<file path="src/rng_health_defs.vh">
`ifndef RNG_HEALTH_DEFS_VH
`define RNG_HEALTH_DEFS_VH
// ==========================================
// word formats
`define WORD_W          16
`define FIFO_DEPTH      8
`define FIFO_AW         3
// ==========================================
// total failure: length of the run of equal raw bits that fails
`define STUCK_LIMIT     8'h20
// ==========================================
// online test window and tolerance on ones count
`define WIN_LEN         9'h100
`define ONES_LO         9'h060
`define ONES_HI         9'h0A0
// ==========================================
// pair balance: transitions per window must stay in range
`define TRANS_LO        9'h050
`define TRANS_HI        9'h0B0
// ==========================================
// start-up: windows that must pass before output opens
`define STARTUP_WINS    2'h2
`endif

</file>
<file path="src/rng_word_fifo.v">
`timescale 1ns/1ps
// ==========================================
// synchronous word fifo, flip-flop storage
module rng_word_fifo #(
  parameter WIDTH = 16,
  parameter DEPTH = 8,
  parameter AW    = 3
) (
  // clock and reset
  input  wire             i_clk,
  input  wire             i_rst_n,
  // fill side
  input  wire             i_flush,
  input  wire             i_in_valid,
  output wire             o_in_ready,
  input  wire [WIDTH-1:0] i_in_data,
  // drain side
  output wire             o_out_valid,
  input  wire             i_out_ready,
  output wire [WIDTH-1:0] o_out_data
);
  reg [WIDTH-1:0] mem [0:DEPTH-1];
  reg [AW-1:0]    wr_ptr;
  reg [AW-1:0]    rd_ptr;
  reg [AW:0]      count;
  wire            push;
  wire            pop;

  // handshakes
  assign o_in_ready  = (count != DEPTH[AW:0]);
  assign o_out_valid = (count != {(AW+1){1'b0}});
  assign push        = i_in_valid & o_in_ready;
  assign pop         = o_out_valid & i_out_ready;
  assign o_out_data  = mem[rd_ptr];

  // pointers and occupancy, flush drops everything
  always @(posedge i_clk) begin
    if (!i_rst_n || i_flush) begin
      wr_ptr <= {AW{1'b0}};
      rd_ptr <= {AW{1'b0}};
      count  <= {(AW+1){1'b0}};
    end else begin
      if (push)
        wr_ptr <= wr_ptr + 1'b1;
      if (pop)
        rd_ptr <= rd_ptr + 1'b1;
      if (push && !pop)
        count <= count + 1'b1;
      else if (pop && !push)
        count <= count - 1'b1;
    end
  end

  // storage
  always @(posedge i_clk) begin
    if (push)
      mem[wr_ptr] <= i_in_data;
  end
endmodule // rng_word_fifo

</file>
<file path="src/physical_rng_health_gating.v">
// Summary of operation
// - total failure test runs from start-up
// - no words after total failure
// - drop words holding post-failure raw bits
// - online statistical test at start and always
// - no output before start-up pass or after defect
// - online test runs continuously, bounded window
// - words of 8 or 16 bits selectable
// - entropy above 0.997 per bit, source quality
// - words pass test procedure A
// - repeated consecutive block counts as failure
`timescale 1ns/1ps
`include "rng_health_defs.vh"
module physical_rng_health_gating (
  // clock and reset
  input  wire                i_clk,
  input  wire                i_rst_n,
  // raw entropy source
  input  wire                i_raw_bit,
  input  wire                i_raw_valid,
  // configuration
  input  wire                i_word16,
  // consumer side
  input  wire                i_word_ready,
  output wire                o_word_valid,
  output wire [`WORD_W-1:0]  o_word,
  // status
  output wire                o_ready,
  output reg                 o_fail,
  output reg                 o_total_fail,
  output reg                 o_online_fail,
  output reg                 o_repeat_fail
);
  localparam ST_STARTUP = 2'b00;
  localparam ST_RUN     = 2'b01;
  localparam ST_FAIL    = 2'b10;

  reg  [1:0]         state;
  reg  [1:0]         next_state;
  reg                last_bit;
  reg  [7:0]         run_len;
  reg  [8:0]         win_cnt;
  reg  [8:0]         ones_cnt;
  reg  [8:0]         trans_cnt;
  reg  [1:0]         wins_ok;
  reg  [`WORD_W-1:0] shreg;
  reg  [4:0]         bit_cnt;
  reg  [`WORD_W-1:0] prev_word;
  reg                prev_ok;
  reg  [`WORD_W-1:0] asm_word;
  reg                asm_valid;
  wire               take;
  wire               stuck;
  wire               win_end;
  wire               win_bad;
  wire [4:0]         word_bits;
  wire               word_done;
  wire [`WORD_W-1:0] new_word;
  wire               repeat_hit;
  wire               any_fail;
  wire               fifo_in_ready;
  wire               fifo_out_valid;

  // ==========================================
  // raw bit health
  assign take    = i_raw_valid;
  // stuck source check
  // run_len holds one less than the equal bits seen, so the incoming bit is the limit-th one here
  assign stuck   = take && (i_raw_bit == last_bit) && (run_len >= `STUCK_LIMIT - 8'h02);
  assign win_end = take && (win_cnt == `WIN_LEN - 9'h001);
  assign win_bad = win_end && ((ones_cnt < `ONES_LO) || (ones_cnt > `ONES_HI) ||
                               (trans_cnt < `TRANS_LO) || (trans_cnt > `TRANS_HI));

  always @(posedge i_clk) begin
    if (!i_rst_n) begin
      last_bit  <= 1'b0;
      run_len   <= 8'h00;
      win_cnt   <= 9'h000;
      ones_cnt  <= 9'h000;
      trans_cnt <= 9'h000;
      wins_ok   <= 2'h0;
    end else if (take) begin
      last_bit <= i_raw_bit;
      run_len  <= (i_raw_bit == last_bit) ? run_len + 8'h01 : 8'h00;
      if (win_end) begin
        win_cnt   <= 9'h000;
        ones_cnt  <= 9'h000;
        trans_cnt <= 9'h000;
        if (!win_bad && wins_ok != `STARTUP_WINS)
          wins_ok <= wins_ok + 2'h1;
      end else begin
        win_cnt   <= win_cnt + 9'h001;
        ones_cnt  <= ones_cnt + {8'h00, i_raw_bit};
        trans_cnt <= trans_cnt + {8'h00, (i_raw_bit != last_bit)};
      end
    end
  end

  // ==========================================
  // word assembly, 8 or 16 bits
  // width select
  assign word_bits = i_word16 ? 5'd16 : 5'd8;
  assign word_done = take && (bit_cnt == word_bits - 5'd1);
  assign new_word  = i_word16 ? {shreg[14:0], i_raw_bit} : {8'h00, shreg[6:0], i_raw_bit};
  assign repeat_hit = word_done && prev_ok && (new_word == prev_word);

  always @(posedge i_clk) begin
    if (!i_rst_n) begin
      shreg     <= {`WORD_W{1'b0}};
      bit_cnt   <= 5'd0;
      prev_word <= {`WORD_W{1'b0}};
      prev_ok   <= 1'b0;
      asm_word  <= {`WORD_W{1'b0}};
      asm_valid <= 1'b0;
    end else begin
      asm_valid <= 1'b0;
      if (take) begin
        shreg   <= {shreg[`WORD_W-2:0], i_raw_bit};
        bit_cnt <= word_done ? 5'd0 : bit_cnt + 5'd1;
      end
      if (word_done) begin
        prev_word <= new_word;
        prev_ok   <= 1'b1;
        asm_word  <= new_word;
        asm_valid <= (state == ST_RUN) && !stuck && !win_bad && !repeat_hit;
      end
    end
  end

  // ==========================================
  // health state
  assign any_fail = stuck || win_bad || repeat_hit;

  always @* begin
    next_state = state;
    case (state)
      ST_STARTUP: begin
        if (any_fail)
          next_state = ST_FAIL;
        else if (wins_ok == `STARTUP_WINS)
          next_state = ST_RUN;
      end
      ST_RUN: begin
        if (any_fail)
          next_state = ST_FAIL;
      end
      ST_FAIL:
        next_state = ST_FAIL;
      default:
        next_state = ST_FAIL;
    endcase
  end

  always @(posedge i_clk) begin
    if (!i_rst_n) begin
      state         <= ST_STARTUP;
      o_fail        <= 1'b0;
      o_total_fail  <= 1'b0;
      o_online_fail <= 1'b0;
      o_repeat_fail <= 1'b0;
    end else begin
      state <= next_state;
      if (any_fail)
        o_fail <= 1'b1;
      if (stuck)
        o_total_fail <= 1'b1;
      if (win_bad)
        o_online_fail <= 1'b1;
      if (repeat_hit)
        o_repeat_fail <= 1'b1;
    end
  end

  assign o_ready = (state == ST_RUN);

  // ==========================================
  // output buffer, flushed on failure
  // flush pending words
  rng_word_fifo #(
    .WIDTH (`WORD_W),
    .DEPTH (`FIFO_DEPTH),
    .AW    (`FIFO_AW)
  ) u_fifo (
    .i_clk       (i_clk),
    .i_rst_n     (i_rst_n),
    .i_flush     (any_fail || state == ST_FAIL),
    .i_in_valid  (asm_valid && state == ST_RUN),
    .o_in_ready  (fifo_in_ready),
    .i_in_data   (asm_word),
    .o_out_valid (fifo_out_valid),
    .i_out_ready (i_word_ready),
    .o_out_data  (o_word)
  );

  assign o_word_valid = fifo_out_valid && (state == ST_RUN) && !any_fail;
endmodule // physical_rng_health_gating

</file>
<file path="config.mk">
export PLATFORM = sky130hd
export DESIGN_NAME = physical_rng_health_gating
export DESIGN_NICKNAME = d
export VERILOG_FILES = /design/src/rng_word_fifo.v /design/src/physical_rng_health_gating.v
export VERILOG_INCLUDE_DIRS = /design/src /design/src/src
export SDC_FILE = /design/constraint.sdc
export NUM_CORES = 1
export LEC_CHECK = 0
export BUFFER_PORTS_ARGS = -buffer_cell sky130_fd_sc_hd__clkbuf_2
export CAP_MARGIN = 5
export CORE_MARGIN = 5
export CORE_UTILIZATION = 40
export DETAILED_ROUTE_END_ITERATION = 7
export GPL_TIMING_DRIVEN = 0
export PLACE_DENSITY_LB_ADDON = 0.12
export SYNTH_ARGS = -nofsm -noshare
export SYNTH_HDL_FRONTEND = slang
export SYNTH_SLANG_ARGS = --single-unit
export TNS_END_PERCENT = 30
</file>
<file path="constraint.sdc">
create_clock -name i_clk -period 2.9 [get_ports i_clk]
set_input_delay 0.58 -clock i_clk [delete_from_list [all_inputs] [get_ports i_clk]]
set_output_delay 0.58 -clock i_clk [all_outputs]
set_load 0.05 [all_outputs]
</file>
==> summary.md <==
• o_word_valid — end point of the critical path
• sky130_fd_sc_hd__edfxtp_1 — dominant synthesized flop cell
• 2.32 ns — CP Data Required Time
• 31080 µm — wire length of the first global-routing pass
• in2reg — class of the tightest hold or removal check
• 3 — Max clock buf depth
• 52 — Synth cell types
• reg2out — classification of the worst setup path
• 5775 — number of global-route vias before repair
• 162.1 µm — die boundary width
• 128 — EDFF count, synth
• 222 — TritonCTS Sinks
• 40.77% — initial standard-cell utilization of the core
• 4 — first drt pass iteration count
• sky130_fd_sc_hd__edfxtp_1 — Yosys top cell by area
• register — nature of the critical path startpoint
• trans_cnt[0] — worst setup path startpoint
• 0.4237 ns — worst hold slack
• true — unrepaired setup endpoints after global routing
• 222 — flops & latches, synth
• yes — CTS tree
• 0% — proportion of synthesized flip-flops having asynchronous set or reset
• -0.5597 ns — Worst Setup Slack post-DPL
• 13300 µm — post-detail-place hpwl
• 29.69% — Slew headroom
• 0.19 ns — setup slack, reg-to-reg
• 0 — number of max-slew violations in the final report
• 19310 µm — WL final
• 0 — total overflow reported by the global router
• 41.52% — share of the synthesized area in the top cell type
• 0 — final hold violation count
• 1 — final setup vio count
• 0 — diodes inserted
• 596.9 nW/µm² — total power per unit cell area
• 13.69 µm² — mean post-synth cell area
• 5.256 — per-cell via count in the routed design
• sky130_fd_sc_hd__edfxtp_1 (128), sky130_fd_sc_hd__dfxtp_1 (78), sky130_fd_sc_hd__nand2_1 (59) — most frequent cells in the layout
• 0.06 ns — clk slew on worst S/H paths
• 22710 µm² — core outline area
• 14.88% — GRT Resource Usage Total
• 760 — number of nets at the end of the flow
• u_fifo.count[0] — origin of the critical flop-to-flop path
• 0.8021 — RD Place Congestion
• 5471 — vias after detailed routing
• sky130_fd_sc_hd__edfxtp_1 (42%), sky130_fd_sc_hd__dfxtp_1 (20%), sky130_fd_sc_hd__mux4_2 (7.8%) — main area contributors after synthesis
• sky130_fd_sc_hd__edfxtp_1 — most common cell after layout, fill and taps aside
• 697 — post-synthesis net count
• 3.884 nW — leakage power
• 25 — number of buffers added by the clock tree synthesis step
• setup timing — failing checks
• 100.7% — fin crit share
• 676 — synthesized netlist cell count
• 2.922 ns — clock period minus worst slack
• sky130_fd_sc_hd__clkbuf_16 — buffer type at the clock tree root
• -0.02171 ns — setup_tns
• 14 — maximum number of pins on one net before global-route repair
• 1 — maximum level of the CTS H-tree
• 61.85% — sequential element share of the synthesized area
• 17.88% — growth of design area from synthesis to finish
• -0.02171 ns — fin worst setup slack
• 162.1 µm — die outline height
• 0 — count of max-cap constraint violations
• 0 — Residual DRC
• 0 — Post-DRT Antenna Nets
• 26290 µm² — floorplan die area
• 9258 µm² — mapped cell area
• 2.34 ns — data arrival time of the critical path
• finished, violations left — result of the run
• 0.01037 ns — setup clock skew after layout
• u_fifo.count[3] — endpoint of the worst register-to-register path
• 0.4272 mV — highest ir drop seen on vdd
• 23.28% — share of cells above drive strength 1
• 0 — count of warnings emitted by yosys
• 0.52 ns — clock insertion delay at the later pin of the skew report
• 55 — row cnt
• 28 — I/O pins
• 0 — CTS Hold Bufs
• 3 — worst-path fanout max
• 248 — drt first-iter violations
• 342.3 MHz — fmax
• 26 — count of input and output buffers
• 11 — number of cells on the worst reg-to-reg path
• output port — CP endpoint kind
• 0 — number of antenna violations at the first check in global routing
• 1.045 ns — transition time at the pin with the least slew margin
• 18.55 µm — routed length per placed instance
final cells by class:
| class | count | area, µm² |
|---|---|---|
| Buffer | 30 | 148.9 |
| Timing Repair Buffer | 40 | 296.5 |
| Inverter | 9 | 33.78 |
| Clock inverter | 6 | 93.84 |
| Tap cell | 285 | 356.6 |
| Multi-Input combinational cell | 411 | 3516 |
| Sequential cell | 222 | 5753 |
| Fill cell | 2031 | 11800 |
| Clock buffer | 38 | 714.4 |
state kept, by name, indices dropped and copies added, names as in the netlist, 3 cells and up, named ones only:
name and flops:
trans_cnt 9, bit_cnt 5, ones_cnt 9, asm_word 16, shreg 15, u_fifo.wr_ptr 3, run_len 8, u_fifo.rd_ptr 3
win_cnt 9, u_fifo.mem 128, u_fifo.count 4
Yosys cell counts, types with 4 or more instances:
cell                       number
sky130_fd_sc_hd__a21boi_0      28
sky130_fd_sc_hd__a21oi_1        4
sky130_fd_sc_hd__and2_1         5
sky130_fd_sc_hd__and3_1         7
sky130_fd_sc_hd__buf_1          5
sky130_fd_sc_hd__buf_2          4
sky130_fd_sc_hd__clkbuf_1      21
sky130_fd_sc_hd__dfxtp_1       94
sky130_fd_sc_hd__edfxtp_1     128
sky130_fd_sc_hd__ha_1          14
sky130_fd_sc_hd__inv_1          9
sky130_fd_sc_hd__mux2_2        16
sky130_fd_sc_hd__mux2i_1       25
sky130_fd_sc_hd__mux4_2        32
sky130_fd_sc_hd__nand2_1       59
sky130_fd_sc_hd__nand2b_1       7
sky130_fd_sc_hd__nand3_1       25
sky130_fd_sc_hd__nand4_1       12
sky130_fd_sc_hd__nor2_1        32
sky130_fd_sc_hd__nor2b_1       21
sky130_fd_sc_hd__nor3_1        21
sky130_fd_sc_hd__nor4b_1        6
sky130_fd_sc_hd__o21a_1         5
sky130_fd_sc_hd__o21ai_0        9
sky130_fd_sc_hd__xnor2_1       19
sky130_fd_sc_hd__xor2_1        25
cell families after synthesis:
kind of cell | Yosys count | synth area share [%]
adder cells (fa/ha/maj) | 15 | 2.108
AND/OR/NAND/NOR | 216 | 12.38
multiplexers | 73 | 12.43
XOR/XNOR | 44 | 4.163
buffers and inverters | 43 | 2.000
flip-flops | 222 | 61.85
AO/OA/AOI/OAI | 63 | 5.068
how the worst min path moves through the flow:
stage                     startpoint          end  cells after the start
after detailed placement  win_cnt[8]   win_cnt[8]                      2
after CTS                  i_raw_bit  asm_word[0]                      3
final                      i_raw_bit  asm_word[0]                      3
after global routing       i_raw_bit  asm_word[0]                      3
after global placement    win_cnt[8]   win_cnt[8]                      2
after floorplan           win_cnt[8]   win_cnt[8]                      2
repair_timing:
action / 4_1_cts / 5_1_grt
gates resized for setup: 40 / 5
setup endpoints to repair: 19 / 8
endpoints found under the hold margin: 0 / 0
pin swaps: 6 / 1
setup buffers: 6 / 0
per-layer routing:
metal  track usage [%]  share of wire, %
met5                 0                 0
met4             3.768               2.0
met3             2.614               3.0
met2             28.18                53
met1             17.39                41
stage by stage:
stage                     utilization, %  instance area, µm²  power (W)  cells
final                              48.06               10910   0.006514   1041
after global placement             43.08                9783   0.003498    987
after detailed placement           43.81                9950   0.003501    995
after CTS                          48.01               10900   0.006602   1042
after global routing               48.06               10910   0.006756   1041
after floorplan                        -                9296   0.003464    676
power by group:
part	internal, W	switching (W)
logic	0.0000469	0.0000693
registers	0.00330	0.0000121
clock network	0.00188	0.00121
total	0.00523	0.00129
critical path, stage by stage, from the launching register on:
cell,delay [ns]
sky130_fd_sc_hd__dfxtp_2,0.33
sky130_fd_sc_hd__or4_4,0.53
sky130_fd_sc_hd__a311oi_2,0.26
sky130_fd_sc_hd__o2111a_2,0.28
sky130_fd_sc_hd__o21ai_4,0.10
sky130_fd_sc_hd__nor3_4,0.12
sky130_fd_sc_hd__clkbuf_8,0.20
Power figures use the tool's default switching activity.
